[src/pkg/erc_pkg.sv]
package erc_pkg;

   localparam int unsigned ERC_NUM_EVENTS = 18;

   localparam logic [11:0] ERC_PENDING_OFFSET      = 12'h c00;
   localparam logic [11:0] ERC_STATUS_CLEAR_OFFSET = 12'h c20;
   localparam logic [11:0] ERC_STATUS_SET_OFFSET   = 12'h c40;
   localparam logic [11:0] ERC_ENABLE_OFFSET       = 12'h c60;
   localparam logic [11:0] ERC_ENABLE_CLEAR_OFFSET = 12'h c80;
   localparam logic [11:0] ERC_ENABLE_SET_OFFSET   = 12'h ca0;
   localparam logic [11:0] ERC_POLARITY_OFFSET     = 12'h cc0;
   localparam logic [11:0] ERC_TYPE_OFFSET         = 12'h ce0;
   localparam logic [11:0] ERC_RAW_STATUS_OFFSET   = 12'h d20;
   localparam logic [11:0] ERC_INT_MASK_OFFSET     = 12'h d40;
   localparam logic [11:0] ERC_INT_STATUS_OFFSET   = 12'h d60;

   localparam logic [17:0] ERC_ENABLE_RESET   = 18'h3ffff;
   localparam logic [17:0] ERC_POLARITY_RESET = 18'h3c00f;
   localparam logic [17:0] ERC_TYPE_RESET     = 18'h3ffff;
   localparam logic [17:0] ERC_RAW_RESET      = 18'h00000;

   localparam int unsigned ERC_IRQ_BITS = 2;
   localparam int unsigned ERC_IRQ_FORWARD_BIT = 0;
   localparam int unsigned ERC_IRQ_ERROR_BIT   = 1;

   typedef struct packed {
      logic        sel;
      logic        enable;
      logic        write;
      logic [11:0] addr;
      logic [31:0] wdata;
   } erc_apb_req_t;

   typedef struct packed {
      logic [31:0] rdata;
      logic        ready;
      logic        slverr;
   } erc_apb_rsp_t;

endpackage

[src/rtl/erc_event_router.sv]
`timescale 1ns/1ps
// Operation
// - Enable-clear write clears each enable bit written as one, others kept.
// - Enable-set write sets each enable bit written as one; both ports write-only.
// - Bits 31 to 18 of every register read as zero; software writes zero.
// - Polarity one means high level or rising edge; zero means low or falling; reset 3c00f.
// - Type one latches the event on an edge; reset 3ffff.
// - Type zero passes the event through as a level.
// - A latched event stays asserted until the status-clear port clears it.
// - Latched events use edge detection so a held input does not reassert.
// - Raw status shows all events before enabling, reset zero.
// - A pending bit sets on its event while enabled, or on a status-set write.
// - Status-clear write of one clears the pending bit; zero leaves it.
// - Enabled events are forwarded, disabled ones held back; enable resets to all ones.
// - Status-set write of one sets the matching pending bit.
module erc_event_router
   import erc_pkg::*;
#(
   parameter int unsigned N = ERC_NUM_EVENTS
) (
   input  wire logic         pclk,
   input  wire logic         presetn,
   input  wire logic         psel,
   input  wire logic         penable,
   input  wire logic         pwrite,
   input  wire logic [11:0]  paddr,
   input  wire logic [31:0]  pwdata,
   output logic      [31:0]  prdata,
   output logic              pready,
   output logic              pslverr,
   input  wire logic [N-1:0] event_in,
   output logic      [N-1:0] event_forward,
   output logic              vic_request,
   output logic              irq
);

   erc_apb_req_t req;
   erc_apb_rsp_t rsp;

   logic [N-1:0] enable_reg;
   logic [N-1:0] polarity_reg;
   logic [N-1:0] type_reg;
   logic [N-1:0] latch_reg;
   logic [N-1:0] active_prev_reg;
   logic [N-1:0] pending_reg;
   logic [ERC_IRQ_BITS-1:0] int_mask_reg;
   logic [ERC_IRQ_BITS-1:0] int_status_reg;
   logic [N-1:0] active;
   logic [N-1:0] rise;
   logic [N-1:0] raw_status;
   logic [N-1:0] wbits;
   logic         wr_access;
   logic         rd_access;
   logic         mapped;
   logic [31:0]  rdata_next;
   logic [N-1:0] pending_clr;
   logic [N-1:0] pending_set;
   logic [N-1:0] sw_set;
   logic [ERC_IRQ_BITS-1:0] irq_event;
   logic [ERC_IRQ_BITS-1:0] irq_read_clear;

   function automatic logic is_write_hit(input erc_apb_req_t r, input logic [11:0] off);
      return r.sel && r.enable && r.write && (r.addr == off);
   endfunction

   assign req = '{sel: psel, enable: penable, write: pwrite, addr: paddr, wdata: pwdata};
   assign wbits = req.wdata[N-1:0];
   assign wr_access = req.sel && req.enable && req.write;
   assign rd_access = req.sel && req.enable && !req.write;

   // Polarity folds each input into an active-high view.
   assign active = ~(event_in ^ polarity_reg);
   // A latch only fires on the transition into the active level.
   assign rise = active & ~active_prev_reg;
   // Latched bits for edge events, live level for direct events.
   assign raw_status = (type_reg & latch_reg) | (~type_reg & active);

   // The edge history resets to inactive, so a pin that is already active when reset
   // is released counts as one edge and latches once.
   always_ff @(posedge pclk or negedge presetn) begin
      if (!presetn) begin
         active_prev_reg <= '0;
      end else begin
         active_prev_reg <= active;
      end
   end

   // Set beats clear so an edge in the clearing cycle is kept.
   always_ff @(posedge pclk or negedge presetn) begin
      if (!presetn) begin
         latch_reg <= ERC_RAW_RESET;
      end else begin
         if (is_write_hit(req, ERC_STATUS_CLEAR_OFFSET)) begin
            latch_reg <= (latch_reg & ~wbits) | rise;
         end else begin
            latch_reg <= latch_reg | rise;
         end
      end
   end

   always_ff @(posedge pclk or negedge presetn) begin
      if (!presetn) begin
         enable_reg <= ERC_ENABLE_RESET;
      end else if (is_write_hit(req, ERC_ENABLE_CLEAR_OFFSET)) begin
         enable_reg <= enable_reg & ~wbits;
      end else if (is_write_hit(req, ERC_ENABLE_SET_OFFSET)) begin
         enable_reg <= enable_reg | wbits;
      end
   end

   always_ff @(posedge pclk or negedge presetn) begin
      if (!presetn) begin
         polarity_reg <= ERC_POLARITY_RESET;
         type_reg     <= ERC_TYPE_RESET;
      end else begin
         if (is_write_hit(req, ERC_POLARITY_OFFSET)) begin
            polarity_reg <= wbits;
         end
         if (is_write_hit(req, ERC_TYPE_OFFSET)) begin
            type_reg <= wbits;
         end
      end
   end

   // A raw bit being cleared by this write is kept out of the set term, otherwise the old
   // latch would re-arm pending; a fresh edge still reaches pending one cycle later.
   assign pending_clr = is_write_hit(req, ERC_STATUS_CLEAR_OFFSET) ? wbits : '0;
   assign sw_set      = is_write_hit(req, ERC_STATUS_SET_OFFSET) ? wbits : '0;
   assign pending_set = (raw_status & ~pending_clr & enable_reg) | sw_set;

   always_ff @(posedge pclk or negedge presetn) begin
      if (!presetn) begin
         pending_reg <= '0;
      end else begin
         pending_reg <= (pending_reg & ~pending_clr) | pending_set;
      end
   end

   // Forwarding is a flop so the controller sees a clean level.
   always_ff @(posedge pclk or negedge presetn) begin
      if (!presetn) begin
         event_forward <= '0;
         vic_request   <= 1'b0;
      end else begin
         event_forward <= pending_reg & enable_reg;
         vic_request   <= |(pending_reg & enable_reg);
      end
   end

   // Write-only ports and unmapped words both read as zero, so no stale data leaks out.
   always_comb begin
      mapped     = 1'b1;
      rdata_next = '0;
      unique case (req.addr)
         ERC_PENDING_OFFSET:      rdata_next[N-1:0] = pending_reg;
         ERC_ENABLE_OFFSET:       rdata_next[N-1:0] = enable_reg;
         ERC_POLARITY_OFFSET:     rdata_next[N-1:0] = polarity_reg;
         ERC_TYPE_OFFSET:         rdata_next[N-1:0] = type_reg;
         ERC_RAW_STATUS_OFFSET:   rdata_next[N-1:0] = raw_status;
         ERC_INT_MASK_OFFSET:     rdata_next[ERC_IRQ_BITS-1:0] = int_mask_reg;
         ERC_INT_STATUS_OFFSET:   rdata_next[ERC_IRQ_BITS-1:0] = int_status_reg;
         ERC_STATUS_CLEAR_OFFSET,
         ERC_STATUS_SET_OFFSET,
         ERC_ENABLE_CLEAR_OFFSET,
         ERC_ENABLE_SET_OFFSET:   rdata_next = '0;
         default:                 mapped = 1'b0;
      endcase
   end

   // Zero-wait slave; the error answer flags unmapped addresses only.
   assign rsp     = '{rdata: rdata_next, ready: 1'b1, slverr: req.sel && req.enable && !mapped};
   assign pready  = rsp.ready;
   assign pslverr = rsp.slverr;
   assign prdata  = rd_access ? rsp.rdata : '0;

   // Block interrupt: bit 0 notes a new forward request, bit 1 a bus error.
   always_comb begin
      irq_event                      = '0;
      irq_event[ERC_IRQ_FORWARD_BIT] = (|(pending_reg & enable_reg)) && !vic_request;
      irq_event[ERC_IRQ_ERROR_BIT]   = rsp.slverr;
   end
   // Reading the status clears it, but an event in the same cycle is kept.
   assign irq_read_clear = (rd_access && req.addr == ERC_INT_STATUS_OFFSET) ? '1 : '0;

   always_ff @(posedge pclk or negedge presetn) begin
      if (!presetn) begin
         int_mask_reg   <= '0;
         int_status_reg <= '0;
      end else begin
         int_status_reg <= (int_status_reg & ~irq_read_clear) | irq_event;
         if (is_write_hit(req, ERC_INT_MASK_OFFSET)) begin
            int_mask_reg <= req.wdata[ERC_IRQ_BITS-1:0];
         end
      end
   end

   assign irq = |(int_status_reg & int_mask_reg);

   AST_ENABLE_CLEAR: assert property (@(posedge pclk) disable iff (!presetn)
      is_write_hit(req, ERC_ENABLE_CLEAR_OFFSET) |=> ((enable_reg & $past(wbits)) == '0)
      && ((enable_reg & ~$past(wbits)) == ($past(enable_reg) & ~$past(wbits))))
      else $error("enable clear misbehaved");

   AST_ENABLE_SET: assert property (@(posedge pclk) disable iff (!presetn)
      is_write_hit(req, ERC_ENABLE_SET_OFFSET) |=> ((enable_reg & $past(wbits)) == $past(wbits)))
      else $error("enable set misbehaved");

   AST_RESERVED_ZERO: assert property (@(posedge pclk) disable iff (!presetn)
      rd_access |-> (prdata[31:N] == '0))
      else $error("reserved bits not zero");

   AST_LATCH_HOLD: assert property (@(posedge pclk) disable iff (!presetn)
      (latch_reg != '0 && !is_write_hit(req, ERC_STATUS_CLEAR_OFFSET))
      |=> ((latch_reg & $past(latch_reg)) == $past(latch_reg)))
      else $error("latched event lost without clear");

   AST_NO_RELATCH: assert property (@(posedge pclk) disable iff (!presetn)
      ($stable(active) && is_write_hit(req, ERC_STATUS_CLEAR_OFFSET) && $past(presetn))
      |=> ((latch_reg & $past(wbits)) == '0))
      else $error("held input relatched after clear");

   AST_LEVEL_PASS: assert property (@(posedge pclk) disable iff (!presetn)
      (rd_access && req.addr == ERC_RAW_STATUS_OFFSET)
      |-> ((prdata[N-1:0] & ~type_reg) == (~(event_in ^ polarity_reg) & ~type_reg)))
      else $error("level event not passed through");

   AST_STATUS_SET: assert property (@(posedge pclk) disable iff (!presetn)
      is_write_hit(req, ERC_STATUS_SET_OFFSET) |=> ((pending_reg & $past(wbits)) == $past(wbits)))
      else $error("status set failed");

   AST_REQUEST: assert property (@(posedge pclk) disable iff (!presetn)
      (|(pending_reg & enable_reg)) |=> vic_request)
      else $error("request not raised");

   AST_POLARITY_WRITE: assert property (@(posedge pclk) disable iff (!presetn)
      is_write_hit(req, ERC_POLARITY_OFFSET) |=> (polarity_reg == $past(wbits)))
      else $error("polarity write not stored");

   AST_TYPE_WRITE: assert property (@(posedge pclk) disable iff (!presetn)
      is_write_hit(req, ERC_TYPE_OFFSET) |=> (type_reg == $past(wbits)))
      else $error("type write not stored");

   AST_EDGE_LATCH: assert property (@(posedge pclk) disable iff (!presetn)
      (rise != '0) |=> ((latch_reg & $past(rise)) == $past(rise)))
      else $error("edge did not set its latch");

   AST_LATCH_ONLY_EDGE: assert property (@(posedge pclk) disable iff (!presetn)
      1'b1 |=> ((latch_reg & ~$past(latch_reg) & ~$past(rise)) == '0))
      else $error("latch set without an edge");

   AST_LATCH_CLEAR: assert property (@(posedge pclk) disable iff (!presetn)
      (is_write_hit(req, ERC_STATUS_CLEAR_OFFSET) && ((rise & wbits) == '0))
      |=> ((latch_reg & $past(wbits)) == '0))
      else $error("latch not cleared by status clear");

   AST_RAW_LATCHED: assert property (@(posedge pclk) disable iff (!presetn)
      (rd_access && req.addr == ERC_RAW_STATUS_OFFSET)
      |-> ((prdata[N-1:0] & type_reg) == (latch_reg & type_reg)))
      else $error("raw status hides a latched event");

   AST_PENDING_ENABLED: assert property (@(posedge pclk) disable iff (!presetn)
      !is_write_hit(req, ERC_STATUS_CLEAR_OFFSET) |=> ((pending_reg & $past(raw_status)
      & $past(enable_reg)) == ($past(raw_status) & $past(enable_reg))))
      else $error("enabled event not made pending");

   AST_PENDING_MASKED: assert property (@(posedge pclk) disable iff (!presetn)
      !is_write_hit(req, ERC_STATUS_SET_OFFSET) |=> ((pending_reg & ~$past(pending_reg)
      & ~($past(raw_status) & $past(enable_reg))) == '0))
      else $error("disabled event made pending");

   AST_PENDING_CLEAR: assert property (@(posedge pclk) disable iff (!presetn)
      is_write_hit(req, ERC_STATUS_CLEAR_OFFSET) |=> ((pending_reg & $past(wbits)) == '0))
      else $error("pending bit not cleared");

   AST_PENDING_HOLD: assert property (@(posedge pclk) disable iff (!presetn)
      !is_write_hit(req, ERC_STATUS_CLEAR_OFFSET)
      |=> ((pending_reg & $past(pending_reg)) == $past(pending_reg)))
      else $error("pending bit lost without clear");

   AST_ENABLE_HOLD: assert property (@(posedge pclk) disable iff (!presetn)
      !(is_write_hit(req, ERC_ENABLE_CLEAR_OFFSET) || is_write_hit(req, ERC_ENABLE_SET_OFFSET))
      |=> (enable_reg == $past(enable_reg)))
      else $error("enable changed without a port write");

   AST_FORWARD: assert property (@(posedge pclk) disable iff (!presetn)
      1'b1 |=> (event_forward == ($past(pending_reg) & $past(enable_reg))))
      else $error("forwarded events do not match enabled pending");

   AST_REQUEST_LOW: assert property (@(posedge pclk) disable iff (!presetn)
      ((pending_reg & enable_reg) == '0) |=> !vic_request)
      else $error("request raised with nothing pending");

   AST_WO_READ: assert property (@(posedge pclk) disable iff (!presetn)
      (rd_access && (req.addr == ERC_ENABLE_CLEAR_OFFSET || req.addr == ERC_ENABLE_SET_OFFSET))
      |-> (prdata == '0))
      else $error("write-only port read not zero");

   AST_ERROR_READ_ZERO: assert property (@(posedge pclk) disable iff (!presetn)
      (rd_access && !mapped) |-> (prdata == '0))
      else $error("unmapped read not zero");

endmodule

[config.mk]
export PLATFORM = sky130hd
export DESIGN_NAME = erc_event_router
export DESIGN_NICKNAME = d
export VERILOG_FILES = /design/src/pkg/erc_pkg.sv /design/src/rtl/erc_event_router.sv
export SDC_FILE = /design/constraint.sdc
export NUM_CORES = 1
export LEC_CHECK = 0
export BUFFER_PORTS_ARGS = -buffer_cell sky130_fd_sc_hd__buf_4
export CAP_MARGIN = 20
export CORE_MARGIN = 2
export CORE_UTILIZATION = 49
export DETAILED_ROUTE_END_ITERATION = 6
export PLACE_DENSITY = 0.72
export SETUP_SLACK_MARGIN = 0.4
export SLEW_MARGIN = 25
export SYNTH_ARGS = -nofsm -noshare
export SYNTH_HDL_FRONTEND = slang
export SYNTH_SLANG_ARGS = --single-unit
[constraint.sdc]
create_clock -name pclk -period 3.5 [get_ports pclk]
set_clock_uncertainty 0.15 [all_clocks]
set_input_delay 0.7 -clock pclk [delete_from_list [all_inputs] [get_ports pclk]]
set_output_delay 0.7 -clock pclk [all_outputs]
set_load 0.03 [all_outputs]
==> summary.txt <==
Clocking
  – CTS sink count: ~130
  – TritonCTS buffer count: 17
  – H-tree depth: 4
  – CTS tree: built
  – Clk buf depth: 2
  – Clock Latency Late Sink: ~430 ps
  – Root Buffer: clkbuf_16
  – CTS Hold Bufs: 0
  – Clock slew at reported path FFs: 50 ps

Route
  – DRC violations left: 0
  – Pre-antenna DRT Iters: 7
  – Initial DRC Count: 433
  – Via density: 5.80
  – Via count: slightly above 5,000
  – Avg WL per Cell: 20.0 microns
  – WL final: 17,500 microns
  – ANT nets after route: 0

Synthesis
  – Synth Instances: approximately 570
  – Top-count cell post-synth: dfrtp_1
  – Synth warnings: 0
  – Synthesized area per cell: about 11 sq um
  – Share of Yosys cell area claimed by the top area cell type: 33.4%
  – Flops & latches, synth: 131
  – Post-synth EDFFs: 0
  – Top cells by area, synth: dfrtp_1 (33%), dfstp_2 (18%), mux2_1 (8.0%), a22o_1 (3.6%), nand2_1 (3.5%)
  – Top cells by count, synth: dfrtp_1 (87), nand2_1 (61), mux2_1 (46)
  – Synth area leader: dfrtp_1
  – Post-synth ARST share: between 90% and 100%
  – Syn Std Cell Area: around 6500 sq um
  – Distinct cells, synth: 55
  – Main flop type after synthesis: dfrtp_1
  – Post-synthesis sequential area ratio: roughly half

Run
  – Max Cap Viol: 0

Timing
  – Hold Slack: around 94 ps
  – Slew HR: roughly two thirds
  – Slew Limit Fails: 0
  – Least-Margin Pin Slew: 528 ps
  – Final setup fails: 0
  – Fmax: about 310 MHz
  – Post-layout min period: about 3200 ps
  – RSZ-0062 raised after global routing: yes
  – Final period util: 92.0%
  – Setup_tns: 0 ps
  – Endpoints failing hold: 0

Global route
  – GRT overflow: 0
  – First-pass GRT wire length: ~28,000 microns
  – Initial antenna violation count: 0
  – Vias in the first global route: about 5,300
  – Global Route Usage Sum: 25.2%
  – Largest net degree at the start of global routing: 64

Pwr
  – Leakage Power: around 4.0 nW
  – Peak supply drop: 0.000385 V
  – Power per cell area: 438 nW/um^2

Die
  – Initial core utilization: about 50%
  – Chip Width: 119 microns
  – DIE AREA: 14,200 sq um
  – Die Span Y: roughly 120 microns
  – CORE AREA: between 10,000 and 15,000 sq um
  – # rows: 42
  – IO Pins: approximately 120

Layout
  – Layout cell share with drive strength beyond 1: about 38%
  – Fillers: around 1,000
  – Area of the multi-input gates: 3120 sq um
  – Final instance area: around 8600 sq um
  – Register area: between 3000 and 4000 sq um
  – Area growth from synthesis to layout: 31.3%
  – Antenna Cells: 0
  – Post-layout nets: between 700 and 800

Setup path
  – Reg-to-reg critical path endpoint: int_status_reg[0]
  – Worst reg-to-reg setup slack: ~1100 ps
  – CP max FO: 5
  – Crit end category: output pin
  – WP data arrival: roughly 2400 ps
  – CP Class: input port to output pin
  – R2R cell count: 5
  – Worst EP required: around 2700 ps
  – Startpoint Class: input port
  – Worst R2R Start: pending_reg[4]

Place
  – Placer Congestion: 0.867
  – Port buffer count: 91
  – Post-DP HPWL: 11,600 microns
  – DP Area: approximately 7600 sq um

Outcome
  – Status: finished clean

Hold path
  – Worst min-delay path class: input port to async pin
==> per-layer routing <==
metal | up-vias | global-route usage, % | share of wire (%)
li1 | 2268 | - | -
met4 | 0 | 11.8 | 2.6
met3 | 44 | 6.47 | 6.9
met1 | 2521 | 30.3 | 40
met2 | 238 | 42.6 | 50
met5 | - | 0 | 0
==> critical path: stages <==
cell and delay [ps]:
buf_6 100, nor4_4 310, nand3_2 170, buf_6 160, nor3_4 210, buf_6 150, buf_8 130, a32oi_2 70
a21oi_2 180, buf_4 180
==> power breakdown <==
| group | internal (mW) | switching, mW |
|---|---|---|
| Combinational | 0.0862 | 0.155 |
| Clock | 1.30 | 0.668 |
| Sequential | 1.53 | 0.00738 |
==> what timing repair did <==
item / in CTS / in global routing
pin swaps: 3 / 14
gates resized for setup: 25 / 42
gates cloned: 0 / 2
buffers inserted: 6 / 2
endpoints found under the setup margin: 18 / 18
==> logic make-up after synthesis <==
| group | share of synthesized area (%) |
|---|---|
| and+or+nand+nor | 11.8 |
| xor gates and xnor gates | 2.55 |
| muxes | 13.3 |
| buffers and inverters | 4.99 |
| DFF | 51.2 |
| other | 0.115 |
| AOI/OAI and AO/OA | 16.1 |
==> layout by cell type (no fill, tap or decap), types with 19 or more instances in the layout <==
| master | synthesis | final |
|---|---|---|
| dfrtp_1 | 87 | 87 |
| a21o_1 | 20 | 20 |
| nand2_1 | 61 | 61 |
| o21ai_0 | 23 | 23 |
| buf_6 | 2 | 23 |
| a22o_1 | 27 | 27 |
| and2_1 | 19 | 19 |
| buf_4 | 17 | 95 |
| dfstp_2 | 44 | 44 |
| mux2_1 | 46 | 46 |
| inv_1 | 21 | 21 |
==> per-stage QoR <==
step / setup slack [ps] / utilization [%] / std cells / power [mW]
after floorplan: 316 / - / 581 / 1.68
after global placement: 211 / 57.6 / 833 / 1.79
after detailed placement: 183 / 57.6 / 833 / 1.79
after CTS: 323 / 63.7 / 871 / 3.77
after global routing: 212 / 65.1 / 875 / 3.87
final: 281 / 65.1 / 875 / 3.75
==> cell type report <==
type                    instances  area share (%)
well taps                     176            2.57
flip-flops and latches        131            39.0
inverters                      21           0.921
multi-input cells             388            36.5
clock inverters                12            2.37
repair buffers                127            13.3
clock buffers                  20            5.34
==> worst max path at each step <==
stage               startpoint    endpoint
floorplan             paddr[5]  prdata[17]
global placement      paddr[2]  prdata[17]
detailed placement    paddr[2]  prdata[17]
CTS                   paddr[5]  prdata[16]
global route          paddr[2]   prdata[1]
finish                paddr[2]   prdata[1]
No activity file was read; power rests on OpenSTA's default activity.
